[config.mk]
export PLATFORM = sky130hd
export DESIGN_NAME = djkff_top
export DESIGN_NICKNAME = d
export VERILOG_FILES = /design/src/djkff_pkg.sv /design/src/djkff_top.sv
export VERILOG_INCLUDE_DIRS = /design/src /design/src/src
export SDC_FILE = /design/constraint.sdc
export NUM_CORES = 1
export LEC_CHECK = 0
export ABC_CLOCK_PERIOD_IN_PS = 1100
export BUFFER_PORTS_ARGS = -buffer_cell sky130_fd_sc_hd__clkbuf_2
export CAP_MARGIN = 20
export CORE_MARGIN = 2
export CORE_UTILIZATION = 48
export CTS_CLUSTER_SIZE = 14
export DETAILED_ROUTE_END_ITERATION = 10
export PLACE_DENSITY = 0.83
export SLEW_MARGIN = 20
export SYNTH_ARGS = -nofsm -noshare
export SYNTH_HDL_FRONTEND = slang
export SYNTH_SLANG_ARGS = --single-unit
[constraint.sdc]
create_clock -name clk -period 1.1 [get_ports clk]
set_input_delay 0.22 -clock clk [delete_from_list [all_inputs] [get_ports clk]]
set_output_delay 0.22 -clock clk [all_outputs]
set_load 0.05 [all_outputs]
[src/djkff_cfg.svh]
// Purpose: constants for the dual j-k flip-flop block
// Assumes: one system clock, synchronous active-high reset
// Notes:   control encodings and reset levels
`ifndef DJKFF_CFG_SVH
`define DJKFF_CFG_SVH
`define DJKFF_NUM_FF    2
`define DJKFF_Q_CLEAR   1'h0
`define DJKFF_PIN_RST   1'h1
`define DJKFF_CTL_HOLD  2'h0
`define DJKFF_CTL_RESET 2'h1
`define DJKFF_CTL_SET   2'h2
`define DJKFF_CTL_TOG   2'h3
`endif

[src/djkff_pkg.sv]
// Purpose: types for the dual j-k flip-flop block
// Assumes: constants come from djkff_cfg.svh
// Notes:   control code is {j, k}
package djkff_pkg;
  typedef logic [1:0] djkff_ctl_type;
endpackage

[src/djkff_top.sv]
// Purpose: two independent falling-edge j-k flip-flops with clear
// Assumes: all pins are asynchronous to clk and are synchronised here
// Notes:   pin edges are seen two to three clk cycles late
//
// Behaviour
// - two flip-flops, fully independent inputs and state
// - low clear forces true low, inverted high
// - outputs change only on falling clock edge or low clear
// - jk: hold, reset, set, toggle on edge
// - j and k between falling edges are ignored
`timescale 1ns/10ps
`include "djkff_cfg.svh"
module djkff_top
  import djkff_pkg::*;
(
  input  wire logic       clk,
  input  wire logic       rst,
  input  wire logic [1:0] ff_clk,
  input  wire logic [1:0] async_clear_n,
  input  wire logic [1:0] j_in,
  input  wire logic [1:0] k_in,
  output logic      [1:0] q_out,
  output logic      [1:0] q_n_out
);

  function automatic logic djkff_next(input logic q, input djkff_ctl_type c);
    logic r;
    r = q;
    unique case (c)
      `DJKFF_CTL_HOLD:  r = q;
      `DJKFF_CTL_RESET: r = 1'h0;
      `DJKFF_CTL_SET:   r = 1'h1;
      `DJKFF_CTL_TOG:   r = ~q;
    endcase
    return r;
  endfunction

  // two-stage synchronisers; stage one feeds only stage two
  logic [1:0] clk_s1_r, clk_s2_r, clk_d_r;
  logic [1:0] clr_s1_r, clr_s2_r;
  logic [1:0] j_s1_r,   j_s2_r;
  logic [1:0] k_s1_r,   k_s2_r;
  logic [1:0] q_r;
  logic [1:0] clk_d_nxt;
  logic [1:0] q_nxt;
  logic [1:0] fall;

  // next values of the synchroniser chains
  logic [1:0] clk_s1_nxt, clk_s2_nxt;
  logic [1:0] clr_s1_nxt, clr_s2_nxt;
  logic [1:0] j_s1_nxt,   j_s2_nxt;
  logic [1:0] k_s1_nxt,   k_s2_nxt;

  // stage two reads only stage one, so no logic sees a metastable bit
  always_comb begin
    clk_s1_nxt = ff_clk;
    clk_s2_nxt = clk_s1_r;
    clr_s1_nxt = async_clear_n;
    clr_s2_nxt = clr_s1_r;
    j_s1_nxt   = j_in;
    j_s2_nxt   = j_s1_r;
    k_s1_nxt   = k_in;
    k_s2_nxt   = k_s1_r;
  end

  // pins reset to their idle levels so release makes no false fall
  always_ff @(posedge clk) begin
    if (rst) begin
      clk_s1_r <= {`DJKFF_NUM_FF{`DJKFF_PIN_RST}};
      clk_s2_r <= {`DJKFF_NUM_FF{`DJKFF_PIN_RST}};
      clr_s1_r <= {`DJKFF_NUM_FF{`DJKFF_PIN_RST}};
      clr_s2_r <= {`DJKFF_NUM_FF{`DJKFF_PIN_RST}};
      j_s1_r   <= {`DJKFF_NUM_FF{`DJKFF_Q_CLEAR}};
      j_s2_r   <= {`DJKFF_NUM_FF{`DJKFF_Q_CLEAR}};
      k_s1_r   <= {`DJKFF_NUM_FF{`DJKFF_Q_CLEAR}};
      k_s2_r   <= {`DJKFF_NUM_FF{`DJKFF_Q_CLEAR}};
    end else begin
      clk_s1_r <= clk_s1_nxt;
      clk_s2_r <= clk_s2_nxt;
      clr_s1_r <= clr_s1_nxt;
      clr_s2_r <= clr_s2_nxt;
      j_s1_r   <= j_s1_nxt;
      j_s2_r   <= j_s2_nxt;
      k_s1_r   <= k_s1_nxt;
      k_s2_r   <= k_s2_nxt;
    end
  end

  // j and k travel the same path as the clock, so levels at the edge line up
  always_comb begin
    clk_d_nxt = clk_s2_r;
    fall      = clk_d_r & ~clk_s2_r;
    q_nxt     = q_r;
    for (int i = 0; i < `DJKFF_NUM_FF; i++) begin
      if (!clr_s2_r[i]) begin
        q_nxt[i] = `DJKFF_Q_CLEAR;
      end else if (fall[i]) begin
        q_nxt[i] = djkff_next(q_r[i], {j_s2_r[i], k_s2_r[i]});
      end
    end
  end

  always_ff @(posedge clk) begin
    if (rst) begin
      clk_d_r <= {`DJKFF_NUM_FF{`DJKFF_PIN_RST}};
      q_r     <= {`DJKFF_NUM_FF{`DJKFF_Q_CLEAR}};
    end else begin
      clk_d_r <= clk_d_nxt;
      q_r     <= q_nxt;
    end
  end

  // the live clear pin is also gated in so clear acts without any clk delay
  assign q_out   = q_r & async_clear_n;
  assign q_n_out = ~q_out;

  chk_edge_only_q: assert property (@(posedge clk)
    disable iff (rst)
    (clr_s2_r[0] && !fall[0]) |=> q_r[0] == $past(q_r[0]))
    else $error("q0 changed without falling edge");

  chk_edge_only_q1: assert property (@(posedge clk)
    disable iff (rst)
    (clr_s2_r[1] && !fall[1]) |=> q_r[1] == $past(q_r[1]))
    else $error("q1 changed without falling edge");

  chk_rise_q0: assert property (@(posedge clk)
    disable iff (rst)
    (clr_s2_r[0] && clk_s2_r[0] && !clk_d_r[0]) |=> $stable(q_r[0]))
    else $error("q0 moved on rising edge");

  chk_rise_q1: assert property (@(posedge clk)
    disable iff (rst)
    (clr_s2_r[1] && clk_s2_r[1] && !clk_d_r[1]) |=> $stable(q_r[1]))
    else $error("q1 moved on rising edge");

  chk_fall_single0: assert property (@(posedge clk)
    disable iff (rst)
    fall[0] |=> !fall[0])
    else $error("ff0 fall seen twice");

  chk_fall_single1: assert property (@(posedge clk)
    disable iff (rst)
    fall[1] |=> !fall[1])
    else $error("ff1 fall seen twice");

  chk_hold_q0: assert property (@(posedge clk)
    disable iff (rst)
    (clr_s2_r[0] && fall[0] && !j_s2_r[0] && !k_s2_r[0])
      |=> q_r[0] == $past(q_r[0]))
    else $error("q0 did not hold");

  chk_hold_q1: assert property (@(posedge clk)
    disable iff (rst)
    (clr_s2_r[1] && fall[1] && !j_s2_r[1] && !k_s2_r[1])
      |=> q_r[1] == $past(q_r[1]))
    else $error("q1 did not hold");

  chk_toggle_q: assert property (@(posedge clk)
    disable iff (rst)
    (clr_s2_r[1] && fall[1] && j_s2_r[1] && k_s2_r[1])
      |=> q_r[1] != $past(q_r[1]))
    else $error("q1 did not toggle");

  chk_toggle_q0: assert property (@(posedge clk)
    disable iff (rst)
    (clr_s2_r[0] && fall[0] && j_s2_r[0] && k_s2_r[0])
      |=> q_r[0] != $past(q_r[0]))
    else $error("q0 did not toggle");

  chk_set_q: assert property (@(posedge clk)
    disable iff (rst)
    (clr_s2_r[0] && fall[0] && j_s2_r[0] && !k_s2_r[0]) |=> q_r[0])
    else $error("q0 not set");

  chk_set_q1: assert property (@(posedge clk)
    disable iff (rst)
    (clr_s2_r[1] && fall[1] && j_s2_r[1] && !k_s2_r[1]) |=> q_r[1])
    else $error("q1 not set");

  chk_reset_q: assert property (@(posedge clk)
    disable iff (rst)
    (clr_s2_r[1] && fall[1] && !j_s2_r[1] && k_s2_r[1]) |=> !q_r[1])
    else $error("q1 not reset");

  chk_reset_q0: assert property (@(posedge clk)
    disable iff (rst)
    (clr_s2_r[0] && fall[0] && !j_s2_r[0] && k_s2_r[0]) |=> !q_r[0])
    else $error("q0 not reset");

  chk_clear_out: assert property (@(posedge clk)
    disable iff (rst)
    !async_clear_n[0] |-> !q_out[0] && q_n_out[0])
    else $error("clear not forcing outputs");

  chk_clear_out1: assert property (@(posedge clk)
    disable iff (rst)
    !async_clear_n[1] |-> !q_out[1] && q_n_out[1])
    else $error("clear not forcing ff1 outputs");

  chk_clear_state: assert property (@(posedge clk)
    disable iff (rst)
    !clr_s2_r[1] |=> !q_r[1])
    else $error("clear not resetting state");

  chk_clear_state0: assert property (@(posedge clk)
    disable iff (rst)
    !clr_s2_r[0] |=> !q_r[0])
    else $error("clear not resetting ff0 state");

  chk_complement_out: assert property (@(posedge clk)
    disable iff (rst)
    q_n_out == ~q_out)
    else $error("outputs not complementary");

  chk_indep_ff: assert property (@(posedge clk)
    disable iff (rst)
    (clr_s2_r[1] && !fall[1]) |=> $stable(q_r[1]))
    else $error("ff1 disturbed");

  chk_indep_ff0: assert property (@(posedge clk)
    disable iff (rst)
    (clr_s2_r[0] && !fall[0]) |=> $stable(q_r[0]))
    else $error("ff0 disturbed");
endmodule

==> flow_metrics.py <==
metrics = {
    "sta": {
        "worst_pin_slew_ns": 0.262,
        "slew_violations": 0,
        "fin_worst_skew_ns": 0.00181,
        "max_freq_mhz": 861,
        "period_share_pct": 106,
        "rsz0062_at_grt": "true",
        "finalSetupViolations": 3,
        "relSlewSlack_pct": 82.6,
        "fin_setup_tns_ns": -0.165,
        "fin_crit_ns": 1.16,
        "finalHoldViolations": 0,
        "finalWorstSetupSlack_ns": -0.0618,
    },
    "synthesis": {
        "synth_top_family_by_area": "simple AND/OR/NAND/NOR gates",
        "synth-edff-count": 0,
        "ys.flop_type": "dfxtp_1",
        "netlist-cell-type-count": 9,
        "async_reset_ff_share_pct": 0,
        "synth_area_um2": 623,
        "synth_top_area_cell": "dfxtp_1",
        "synth-xor-area-share_pct": 0,
        "synth_simple_gate_area_share_pct": 28.5,
        "post-synth-top-count-cell": "dfxtp_1",
        "syn-mean-instance-area_um2": 12.5,
        "ys_seq_area_share_pct": 64.3,
        "synth_common_cells": "20 x dfxtp_1, 10 x or2_1, 8 x and2b_2, 3 x inv_1",
        "ys_top_cells_by_area": "dfxtp_1 64%, and2b_2 11%, or2_1 10%",
        "synth_top_area_share_pct": 64.3,
        "synth.area.mux_share_pct": 0,
        "synth_fp_nets": 60,
        "synthCells": 50,
        "synth_seq_cells": 20,
        "synth_compound_area_share_pct": 3.61,
        "synthAdderAreaFrac_pct": 0,
        "ys_warn_count": 0,
    },
    "floorplan": {
        "io-pin-count": 14,
        "core_um2": 1160,
        "initial_core_util_pct": 53.9,
        "die_area_um2": 1600,
        "rows": 12,
        "die_y_um": 40.0,
        "dieWidth_um": 40.0,
    },
    "route": {
        "via_per_inst": 4.67,
        "first_iter_violations": 1,
        "drt-wirelength-per-cell_um": 11.6,
        "ant_nets": 0,
        "top_layer": "met4",
        "met1_length_um": 400,
        "drc": 0,
        "drtPass1Iterations": 4,
        "wirelength_um": 953,
        "wl_met2_um": 492,
        "dr_wl_met3_um": 32,
        "num_vias": 383,
    },
    "power_and_ir_drop": {
        "intPower_uw": 990,
        "p_leak_uw": 0.000364,
        "p_sw_share_pct": 19.1,
        "power.density_nw_per_um2": 1530,
        "pwr-share-seq_pct": 62.3,
        "peakVddDrop_mv": 0.885,
        "p_switching_uw": 234,
        "clkPwrFrac_pct": 32.8,
        "power_frac_comb_pct": 4.9,
    },
    "layout": {
        "num_antenna_cells": 0,
        "design_area_um2": 800,
        "drive_gt1_share_pct": 51.5,
        "area_growth_pct": 28.3,
        "final_nets": 79,
        "fin_cells": 82,
    },
    "worst_setup_path": {
        "cp.required_ns": 0.88,
        "cp-end-kind": "primary output",
        "crit_fanout": 2,
        "cp.arrival_ns": 0.94,
        "start_kind": "register",
        "critical_path_class": "register to primary output",
    },
    "cts": {
        "clockBufferDepth": 2,
        "clock_latency_ns": 0.29,
        "cts_tree": "done",
        "cts_root_buffer": "clkbuf_4",
        "clkTransAtPathRegs_ns": 0.10,
        "holdBufCountCts": 0,
        "htreeDepth": 1,
        "cts.sinks": 20,
        "cts_buffers": 3,
    },
    "placed_design": {
        "dpl.cell_count": 76,
        "gp_congestion": 0.619,
        "portBuffers": 13,
        "dpl_cell_area_um2": 717,
    },
    "global_routing": {
        "grt_use_total_pct": 15.7,
        "grt_pass1_wl_mm": 1.45,
        "gr-total-overflow": 0,
        "antenna_found_initial": 0,
        "grt_max_degree": 20,
        "grt_pass1_vias": 367,
    },
    "worst_hold_path": {
        "hold_class": "input pin to register",
    },
    "run_status": {
        "status": "complete, but fails checks",
        "violations": "negative setup slack",
    },
    "flow_run": {
        "drv_cap": 0,
    },
}
[power groups by stage]
stage	clock network, uW	logic (uW)	registers [uW]
after floorplan	0	35.8	776
after global placement	0	55.0	778
after detailed placement	0	57.8	779
after CTS	416	60.4	762
after global routing	449	67.0	766
final	402	59.6	763
[flip-flops by register name, indices dropped and copies added (netlist names)]
name,count
clk_d_nxt,2
clk_d_r,2
clk_s1_r,2
clr_s1_r,2
clr_s2_r,2
j_s1_r,2
j_s2_r,2
k_s1_r,2
k_s2_r,2
q_r,2
[what timing repair did]
item / 4_1_cts / 5_1_grt
endpoints found under the setup margin: 4 / 4
gates resized for setup: 8 / 4
endpoints found under the hold margin: 0 / 0
setup buffers: 2 / 0
[kinds of logic (layout without fill, tap and decap cells)]
kind of cell           Yosys count  in the layout
AO/OA/AOI/OAI                    2              2
buffers and inverters            4             22
flip-flops                      20             20
AND/OR/NAND/NOR                 24             24
[through the flow]
step / total power, uW / util (%) / hold WS (ns) / setup slack (ns)
2_1_floorplan: 812 / - / 0.317 / 0.117
3_3_place_gp: 833 / 62.0 / 0.386 / 0.128
3_5_place_dp: 837 / 62.0 / 0.388 / 0.112
4_1_cts: 1240 / 68.6 / 0.0888 / -0.0750
5_1_grt: 1280 / 69.2 / 0.0930 / -0.0973
6_report: 1220 / 69.2 / 0.0957 / -0.0618
[worst paths after layout]
check,startpoint,end,slack [ns],cells past startpoint
setup / recovery,q_r[0],q_out[0],-0.06,3
hold / removal,ff_clk[1],clk_s1_r[1],0.1,2
setup reg to reg,clk_d_nxt[1],q_r[1],0.20,2
hold reg to reg,clr_s1_r[0],clr_s2_r[0],0.41,1
[layer usage]
metal	vias up	track usage, %
li1	196	-
met1	174	14.4
met2	11	26.6
met3	2	3.33
met4	0	18.1
met5	-	0
[cell type report]
type                       count  area [um^2]
sequential                    20          403
fill                          88          357
multi-input combinational     26          215
timing repair buffer          15          109
clock buffer                   4         36.3
inverter                       3         18.8
tap                           14         17.5
[worst max-delay path, cell delays in order (launching register included)]
cell        delay, ns
dfxtp_2          0.35
nand2_4          0.07
clkinvlp_4       0.08
buf_8            0.15
[cell usage in the layout (no fill, tap or decap)]
cell / synthesis / layout
buf_4: 0 / 2
and3b_2: 2 / 2
dfxtp_2: 0 / 2
clkbuf_8: 0 / 1
clkinvlp_4: 0 / 2
and2b_2: 8 / 8
dfxtp_1: 20 / 18
clkbuf_2: 0 / 9
inv_1: 3 / 1
or2_1: 10 / 10
clkbuf_4: 0 / 4
nand2_4: 0 / 2
o2111a_1: 2 / 2
nand4b_1: 2 / 2
buf_8: 0 / 2
buf_6: 1 / 1
Note: power is estimated with default switching activity, not from simulation.
